$ cat src/hw/isa_cyc_pkg.sv
`default_nettype none
package isa_cyc_pkg;

  // ****************************************************************
  // system clock and isa timing clock (T)
  // ****************************************************************
  localparam int CLK_SYS_NS  = 25;
  // period of T per slave width; a least time, so it rounds up
  localparam int T_8BIT_NS   = 125;
  localparam int T_16BIT_NS  = 125;
  localparam int T_8BIT_CYC  = (T_8BIT_NS + CLK_SYS_NS - 1) / CLK_SYS_NS;
  localparam int T_16BIT_CYC = (T_16BIT_NS + CLK_SYS_NS - 1) / CLK_SYS_NS;

  localparam logic [3:0] DIV_8BIT  = T_8BIT_CYC[3:0];
  localparam logic [3:0] DIV_16BIT = T_16BIT_CYC[3:0];

  // ****************************************************************
  // spacings in T, all lower bounds
  // ****************************************************************
  localparam int LA_TO_CMD_T   = 5;
  localparam int ALE_TO_CMD_T  = 2;
  localparam int ALE_PULSE_T   = 1;
  localparam int CMD_ACTIVE_T  = 9;
  localparam int LA_HOLD_CMD_T = 13;

  localparam logic [3:0] SETUP_T  = 4'(LA_TO_CMD_T - ALE_TO_CMD_T);
  localparam logic [3:0] ALE_T    = 4'(ALE_PULSE_T);
  localparam logic [3:0] GAP_T    = 4'(ALE_TO_CMD_T - ALE_PULSE_T);
  localparam logic [3:0] CMD_T    = 4'(CMD_ACTIVE_T);
  localparam logic [3:0] HOLD_T   = 4'(LA_HOLD_CMD_T - CMD_ACTIVE_T);

  // ****************************************************************
  // reset values and address split
  // ****************************************************************
  localparam logic [6:0]  LA_RST   = 7'h00;
  localparam logic [19:0] SA_RST   = 20'h00000;
  localparam logic [3:0]  LOW_MEG  = 4'h0;

  typedef enum logic [2:0] {
    ST_IDLE,
    ST_SYNC,
    ST_SETUP,
    ST_ALE,
    ST_GAP,
    ST_CMD,
    ST_HOLD
  } seq_state_e;

endpackage : isa_cyc_pkg
`default_nettype wire

$ cat src/hw/isa_tick_if.sv
`timescale 1ns/1ps
`default_nettype none
interface isa_tick_if;
  logic tick;
  logic wide;
  modport gen (output tick, input wide);
  modport seq (input tick, output wide);
endinterface : isa_tick_if
`default_nettype wire

$ cat src/hw/isa_tick_gen.sv
`timescale 1ns/1ps
`default_nettype none
module isa_tick_gen
  import isa_cyc_pkg::*;
(
  // clock and reset
  input  wire logic   clk_sys_i,
  input  wire logic   rstn_i,
  // tick towards the sequencer
  isa_tick_if.gen     tk
);

  logic [3:0] div_cnt_ff;
  logic [3:0] nxt_div_cnt;
  logic       tick_ff;
  wire        wrap = (div_cnt_ff == 4'h0);
  wire  [3:0] div_sel = tk.wide ? DIV_16BIT : DIV_8BIT;

  // divisor change only takes effect at a wrap, so no T is ever cut short
  assign nxt_div_cnt = wrap ? (div_sel - 4'h1) : (div_cnt_ff - 4'h1);
  assign tk.tick     = tick_ff;

  always_ff @(posedge clk_sys_i)
  begin
    if (!rstn_i)
    begin
      div_cnt_ff <= 4'h0;
      tick_ff    <= 1'b0;
    end
    else
    begin
      div_cnt_ff <= nxt_div_cnt;
      tick_ff    <= wrap;
    end
  end

endmodule : isa_tick_gen
`default_nettype wire

$ cat src/hw/isa_master_cycle_timing.sv
`timescale 1ns/1ps
`default_nettype none
module isa_master_cycle_timing
  import isa_cyc_pkg::*;
(
  // clock and reset
  input  wire logic        clk_sys_i,
  input  wire logic        rstn_i,
  // cycle request
  input  wire logic        req_valid_i,
  input  wire logic        req_write_i,
  input  wire logic        req_io_i,
  input  wire logic        req_wide_i,
  input  wire logic [23:0] req_addr_i,
  input  wire logic        req_sbhe_n_i,
  output var  logic        req_ready_o,
  output var  logic        done_o,
  // slave ready pin
  input  wire logic        iochrdy_i,
  // bus pins
  output var  logic        ale_n_o,
  output var  logic [6:0]  la_o,
  output var  logic [19:0] sa_o,
  output var  logic        sbhe_n_o,
  output var  logic        memr_n_o,
  output var  logic        memw_n_o,
  output var  logic        smemr_n_o,
  output var  logic        smemw_n_o,
  output var  logic        ior_n_o,
  output var  logic        iow_n_o
);

  // ****************************************************************
  // strobe decode
  // ****************************************************************
  // returns {memr, memw, smemr, smemw, ior, iow}, active high
  function automatic logic [5:0] strobe_vec(
    input logic on,
    input logic io,
    input logic wr,
    input logic low
  );
    logic mem;
    mem = on & ~io;
    strobe_vec = {mem & ~wr, mem & wr, mem & low & ~wr, mem & low & wr, on & io & ~wr, on & io & wr};
  endfunction : strobe_vec

  // ****************************************************************
  // timing clock
  // ****************************************************************
  isa_tick_if u_tk ();

  logic cyc_wide_ff;

  assign u_tk.wide = cyc_wide_ff;

  isa_tick_gen u_tick_gen (
    .clk_sys_i (clk_sys_i),
    .rstn_i    (rstn_i),
    .tk        (u_tk)
  );

  // ****************************************************************
  // slave ready synchroniser
  // ****************************************************************
  logic rdy_meta_ff;
  logic rdy_sync_ff;

  always_ff @(posedge clk_sys_i)
  begin
    if (!rstn_i)
    begin
      rdy_meta_ff <= 1'b1;
      rdy_sync_ff <= 1'b1;
    end
    else
    begin
      rdy_meta_ff <= iochrdy_i;
      rdy_sync_ff <= rdy_meta_ff;
    end
  end

  // ****************************************************************
  // sequencer
  // ****************************************************************
  seq_state_e  state_ff;
  seq_state_e  nxt_state;
  logic [3:0]  cnt_ff;
  logic [3:0]  nxt_cnt;
  logic        cyc_io_ff;
  logic        cyc_wr_ff;
  logic        cyc_low_ff;

  wire         tick   = u_tk.tick;
  wire         take   = req_valid_i & req_ready_o;
  wire         expire = tick & (cnt_ff == 4'h0);

  always_comb
  begin
    nxt_state = state_ff;
    // one count per T, never per system clock
    nxt_cnt   = (tick && cnt_ff != 4'h0) ? (cnt_ff - 4'h1) : cnt_ff;
    case (state_ff)
      ST_IDLE:
      begin
        if (take)
        begin
          nxt_state = ST_SYNC;
        end
      end
      ST_SYNC:
      begin
        // start on a T boundary so every phase is whole periods
        if (tick)
        begin
          nxt_state = ST_SETUP;
          nxt_cnt   = SETUP_T - 4'h1;
        end
      end
      ST_SETUP:
      begin
        // addresses lead the latch by SETUP_T, the strobe by 5T
        if (expire)
        begin
          nxt_state = ST_ALE;
          nxt_cnt   = ALE_T - 4'h1;
        end
      end
      ST_ALE:
      begin
        if (expire)
        begin
          nxt_state = ST_GAP;
          nxt_cnt   = GAP_T - 4'h1;
        end
      end
      ST_GAP:
      begin
        if (expire)
        begin
          nxt_state = ST_CMD;
          nxt_cnt   = CMD_T - 4'h1;
        end
      end
      ST_CMD:
      begin
        // a slave holding ready low stretches the strobe
        if (expire && rdy_sync_ff)
        begin
          nxt_state = ST_HOLD;
          nxt_cnt   = HOLD_T - 4'h1;
        end
      end
      ST_HOLD:
      begin
        // addresses stay put; next latch comes only after hold and setup
        if (expire)
        begin
          nxt_state = ST_IDLE;
        end
      end
      default:
      begin
        nxt_state = ST_IDLE;
        nxt_cnt   = 4'h0;
      end
    endcase
  end

  always_ff @(posedge clk_sys_i)
  begin
    if (!rstn_i)
    begin
      state_ff <= ST_IDLE;
      cnt_ff   <= 4'h0;
    end
    else
    begin
      state_ff <= nxt_state;
      cnt_ff   <= nxt_cnt;
    end
  end

  // ****************************************************************
  // cycle attributes
  // ****************************************************************
  // loaded only when a request is taken, so they cannot move mid-cycle
  always_ff @(posedge clk_sys_i)
  begin
    if (!rstn_i)
    begin
      cyc_io_ff   <= 1'b0;
      cyc_wr_ff   <= 1'b0;
      cyc_low_ff  <= 1'b0;
      cyc_wide_ff <= 1'b0;
    end
    else if (take)
    begin
      cyc_io_ff   <= req_io_i;
      cyc_wr_ff   <= req_write_i;
      cyc_low_ff  <= (req_addr_i[23:20] == LOW_MEG);
      cyc_wide_ff <= req_wide_i;
    end
  end

  // ****************************************************************
  // address pins
  // ****************************************************************
  // held from one take to the next; requests are refused until the hold
  // phase is over, and that is what keeps the trailing address times
  always_ff @(posedge clk_sys_i)
  begin
    if (!rstn_i)
    begin
      la_o     <= LA_RST;
      sa_o     <= SA_RST;
      sbhe_n_o <= 1'b1;
    end
    else if (take)
    begin
      la_o     <= req_addr_i[23:17];
      sa_o     <= req_addr_i[19:0];
      sbhe_n_o <= req_sbhe_n_i;
    end
  end

  // ****************************************************************
  // phase decode
  // ****************************************************************
  // only the latched attributes pick the strobe, so a request in flight cannot
  wire [5:0] nxt_strobe = strobe_vec(nxt_state == ST_CMD, cyc_io_ff, cyc_wr_ff, cyc_low_ff);
  wire       nxt_ale_n  = (nxt_state != ST_ALE);
  wire       nxt_ready  = (nxt_state == ST_IDLE);
  wire       nxt_done   = (state_ff == ST_HOLD) && (nxt_state == ST_IDLE);
  wire [5:0] strobe_n;

  // ****************************************************************
  // address latch and handshake
  // ****************************************************************
  // pins follow the next state so each one changes on the edge that starts its phase
  // ready and done rise together, so a held request is taken on the very next edge
  always_ff @(posedge clk_sys_i)
  begin
    if (!rstn_i)
    begin
      ale_n_o     <= 1'b1;
      req_ready_o <= 1'b0;
      done_o      <= 1'b0;
    end
    else
    begin
      ale_n_o     <= nxt_ale_n;
      req_ready_o <= nxt_ready;
      done_o      <= nxt_done;
    end
  end

  // ****************************************************************
  // command strobes
  // ****************************************************************
  // one flop per pin, so every strobe leaves a register with no glitch
  // a memory cycle below one megabyte drives the s-strobes as well
  for (genvar g = 0; g < 6; g++)
  begin : g_strobe
    logic pin_n_ff;

    always_ff @(posedge clk_sys_i)
    begin
      if (!rstn_i)
      begin
        pin_n_ff <= 1'b1;
      end
      else
      begin
        pin_n_ff <= ~nxt_strobe[g];
      end
    end

    assign strobe_n[g] = pin_n_ff;
  end : g_strobe

  assign memr_n_o  = strobe_n[5];
  assign memw_n_o  = strobe_n[4];
  assign smemr_n_o = strobe_n[3];
  assign smemw_n_o = strobe_n[2];
  assign ior_n_o   = strobe_n[1];
  assign iow_n_o   = strobe_n[0];

endmodule : isa_master_cycle_timing
`default_nettype wire

$ cat config.mk
export PLATFORM = sky130hd
export DESIGN_NAME = isa_master_cycle_timing
export DESIGN_NICKNAME = d
export VERILOG_FILES = /design/src/hw/isa_cyc_pkg.sv /design/src/hw/isa_tick_if.sv /design/src/hw/isa_tick_gen.sv /design/src/hw/isa_master_cycle_timing.sv
export SDC_FILE = /design/constraint.sdc
export NUM_CORES = 1
export LEC_CHECK = 0
export BUFFER_PORTS_ARGS = -buffer_cell sky130_fd_sc_hd__buf_2
export CORE_MARGIN = 2
export CORE_UTILIZATION = 35
export DETAILED_ROUTE_END_ITERATION = 8
export GPL_TIMING_DRIVEN = 0
export SLEW_MARGIN = 20
export SYNTH_ARGS = -nofsm -noshare
export SYNTH_HDL_FRONTEND = slang
export SYNTH_SLANG_ARGS = --single-unit
$ cat constraint.sdc
create_clock -name clk_sys_i -period 3.4 [get_ports clk_sys_i]
set_input_delay 0.51 -clock clk_sys_i [delete_from_list [all_inputs] [get_ports clk_sys_i]]
set_output_delay 0.51 -clock clk_sys_i [all_outputs]
set_load 0.05 [all_outputs]
==> results.cfg <==
[run_status]
status = complete, no violations

[synth]
ys_ff_latch = 51
ys_seq_area_share_pct = 45.4
yosysUniqueCellTypes = 48
synth_largest_area_cell = dfxtp_1
synth_area_leaders = dfxtp_1, nand2_1, a21boi_0, nand2b_1, a21oi_1
synth_nets = 299
synth-main-ff-cell = dfxtp_1
async_flop_share_pct = 0
ys_warn_count = 0
synth_cells = 265
avgSynthCellArea_um2 = 8.49
synth_top_cell_area_share_pct = 45.4
synth_edf_count = 0
netlist_area_um2 = 2250

[floorplanning]
die_x_um = 84.2
ioPinCount = 69
initial_utilization_pct = 35.9
dieHeight_um = 84.2
die_area_um2 = 7090
core_area_um2 = 6280
std_cell_rows = 29

[detailed_routing]
vias_per_cell = 4.81
ant_nets = 0
firstDrtPassIters = 4
drt-total-wl_um = 4970
drc = 0
post_drt_wl_per_cell_um = 11.9
num_vias = 2006
drt-initial-drc-count = 108

[global_route]
antenna_found_initial = 0
grt_start_max_net_pins = 17
groute.usage.overall_pct = 14.5
grt_first_pass_wirelength_um = 8490
grt_pass1_vias = 1820
grt-ovfl-total = 0

[final_layout]
syn2layout_area_growth_pct = 23.2
nets = 373
diodes = 0
fillerInstances = 661
drive_gt1_share_pct = 25.0

[clock_tree]
cts_buffer_depth = 2
htreeDepth = 2
cts.clk_slew.worst_paths_ns = 0.09
cts_num_sinks = 51
ctsHoldBuffers = 0
cts_resized = 0
cts_tree = built
cts_setup_buffers = 0
root_buffer = clkbuf_8
clk_latency_ns = 0.30
cts-buffers-inserted = 5

[worst_setup_path]
path_delay_family = simple AND/OR/NAND/NOR gates
crit_type = flip-flop to flip-flop
startpoint_type = flip-flop
cp_num_buf_inv = 2
setup.worst_path.end_class = flip-flop
crit_fanout = 8
cp_data_arrival_time_ns = 2.16
max_stage_delay_ns = 0.43
crit_chain = inv_1 -> ha_1 -> and4bb_1 -> buf_6 -> and3_1 -> nor3_1 -> nand3_1
cp_slowest_cell = nor3_1
crit_required_ns = 3.57

[timing]
hold_violations = 0
rsz0062_at_grt = false
slew_headroom_pct = 50.6
fin_tns_setup_ns = 0
worst_pin_slew_ns = 0.730
fin_crit_sh_pct = 58.5
fin_skew_ns = 0.00715
finalSetupViolations = 0
min_period_ns = 1.99
maxSlewViolCount = 0
max_freq_mhz = 502

[pwr]
comb_power_share_pct = 33.5
pwr-share-clk_pct = 21.8
total_power_mw = 1.58
seq_power_share_pct = 44.7
cellPowerDensity_nw_per_um2 = 570
p_switching_uw = 578
ir_drop_mv = 0.272
p_sw_share_pct = 36.6
power.leakage_nw = 1.16
cell_internal_pwr_mw = 1.00

[placed_design]
gp_congestion = 0.867
io_buffer_count = 67
dpl.hpwl_um = 3770

[job]
cap_viol_max_count = 0

[worst_hold_path]
hp-class = input port to flip-flop
## worst register-to-register path, cell delays in order, from the launching register on
cell      delay [ns]
dfxtp_1         0.42
inv_1           0.06
ha_1            0.26
and4bb_1        0.23
buf_6           0.14
and3_1          0.21
nor3_1          0.44
nand3_1         0.12
## path summary, 6_finish.rpt
kind,startpoint,to,slack (ns),cells past startpoint
worst min register to register,rdy_meta_ff,rdy_sync_ff,0.42,1
worst max-delay path,cnt_ff[1],smemw_n_o,1.41,7
worst max register to register,cnt_ff[1],smemw_n_o,1.41,7
worst min-delay path,iochrdy_i,rdy_meta_ff,0.39,2
## layout by cell type (no fill, tap or decap), drive strengths merged, types with 2 or more instances in the layout
master   n
and2     2
nor3     5
nor4b    3
ha       2
nand2b   8
a22oi    2
o21ai    2
or3b     2
o32ai    2
or3      2
buf     77
inv      6
a21boi  27
clkinv   2
o211ai   3
and3     5
clkbuf  17
nand3    7
o221ai   2
nor2b    5
dfxtp   51
nor2     9
a21oi    9
nand3b   3
nand2   65
o21a     4
## metal layers
layer / up-vias / part of all wire [%] / track usage, %
li1: 1046 / - / -
met1: 906 / 46 / 18.5
met2: 52 / 49 / 24.0
met3: 2 / 5.1 / 3.64
met4: 0 / 0.60 / 5.13
met5: - / 0 / 0
## registers in the layout, summed over array words and instances, names as in the netlist
| signal | flops |
|---|---|
| sa_o | 17 |
| la_o | 7 |
| cnt_ff | 4 |
| u_tick_gen.div_cnt_ff | 4 |
| state_ff | 3 |
| ale_n_o | 1 |
| cyc_io_ff | 1 |
| cyc_low_ff | 1 |
| cyc_wr_ff | 1 |
| done_o | 1 |
| ior_n_o | 1 |
| iow_n_o | 1 |
| memr_n_o | 1 |
| memw_n_o | 1 |
| rdy_meta_ff | 1 |
| rdy_sync_ff | 1 |
| req_ready_o | 1 |
| sbhe_n_o | 1 |
| smemr_n_o | 1 |
| smemw_n_o | 1 |
| u_tick_gen.tk.tick | 1 |
## kinds of logic (layout without fill, tap and decap cells)
group | Yosys count | in the layout | share of synthesized area [%]
mux | 1 | 1 | 0.445
xor+xnor | 1 | 1 | 0.389
buf+inv | 27 | 102 | 5.50
flops | 51 | 51 | 45.4
simple gates | 123 | 123 | 27.7
compound gates | 59 | 59 | 19.1
fa+ha+maj | 3 | 3 | 1.56
## cell usage after synthesis, types with 2 or more instances
master     n
nor2b_1    5
or3b_1     2
nor4b_2    2
buf_2      3
clkbuf_1  11
o21ai_0    2
a22oi_1    2
o32ai_1    2
and3_1     4
dfxtp_1   51
ha_1       2
nor3_1     5
and2_1     2
nand2_1   65
o221ai_1   2
a21oi_1    9
nor2_1     9
o211ai_1   3
or3_1      2
o21a_1     4
nand3_1    7
buf_1      3
buf_4      3
inv_1      6
nand2b_1   8
nand3b_1   3
a21boi_0  27
## per-stage QoR
step | util (%) | hold slack, ns | cell area [um2] | setup slack, ns | instances
2_1_floorplan | - | 0.381 | 2250 | 1.62 | 265
3_3_place_gp | 42.7 | 0.391 | 2680 | 1.42 | 409
3_5_place_dp | 42.7 | 0.392 | 2680 | 1.43 | 409
4_1_cts | 44.2 | 0.370 | 2770 | 1.41 | 417
5_1_grt | 44.2 | 0.377 | 2770 | 1.18 | 417
6_report | 44.2 | 0.385 | 2770 | 1.41 | 417
## area by class of cell
type	instances	area, um2	area share (%)
buffer	21	101	3.66
clock buffer	6	72.6	2.62
clock inverter	2	17.5	0.632
inverter	6	22.5	0.812
multi-input combinational	187	1110	39.9
sequential	51	1020	36.8
tap	77	96.3	3.47
timing repair buffer	67	335	12.1
## power by group through the flow
stage	logic [mW]	clock network [mW]	registers (mW)
final	0.530	0.345	0.707
after global placement	0.529	0	0.721
after CTS	0.531	0.362	0.707
after global routing	0.586	0.389	0.717
after floorplan	0.312	0	0.817
after detailed placement	0.530	0	0.720
No activity file was read; power rests on OpenSTA's default activity.
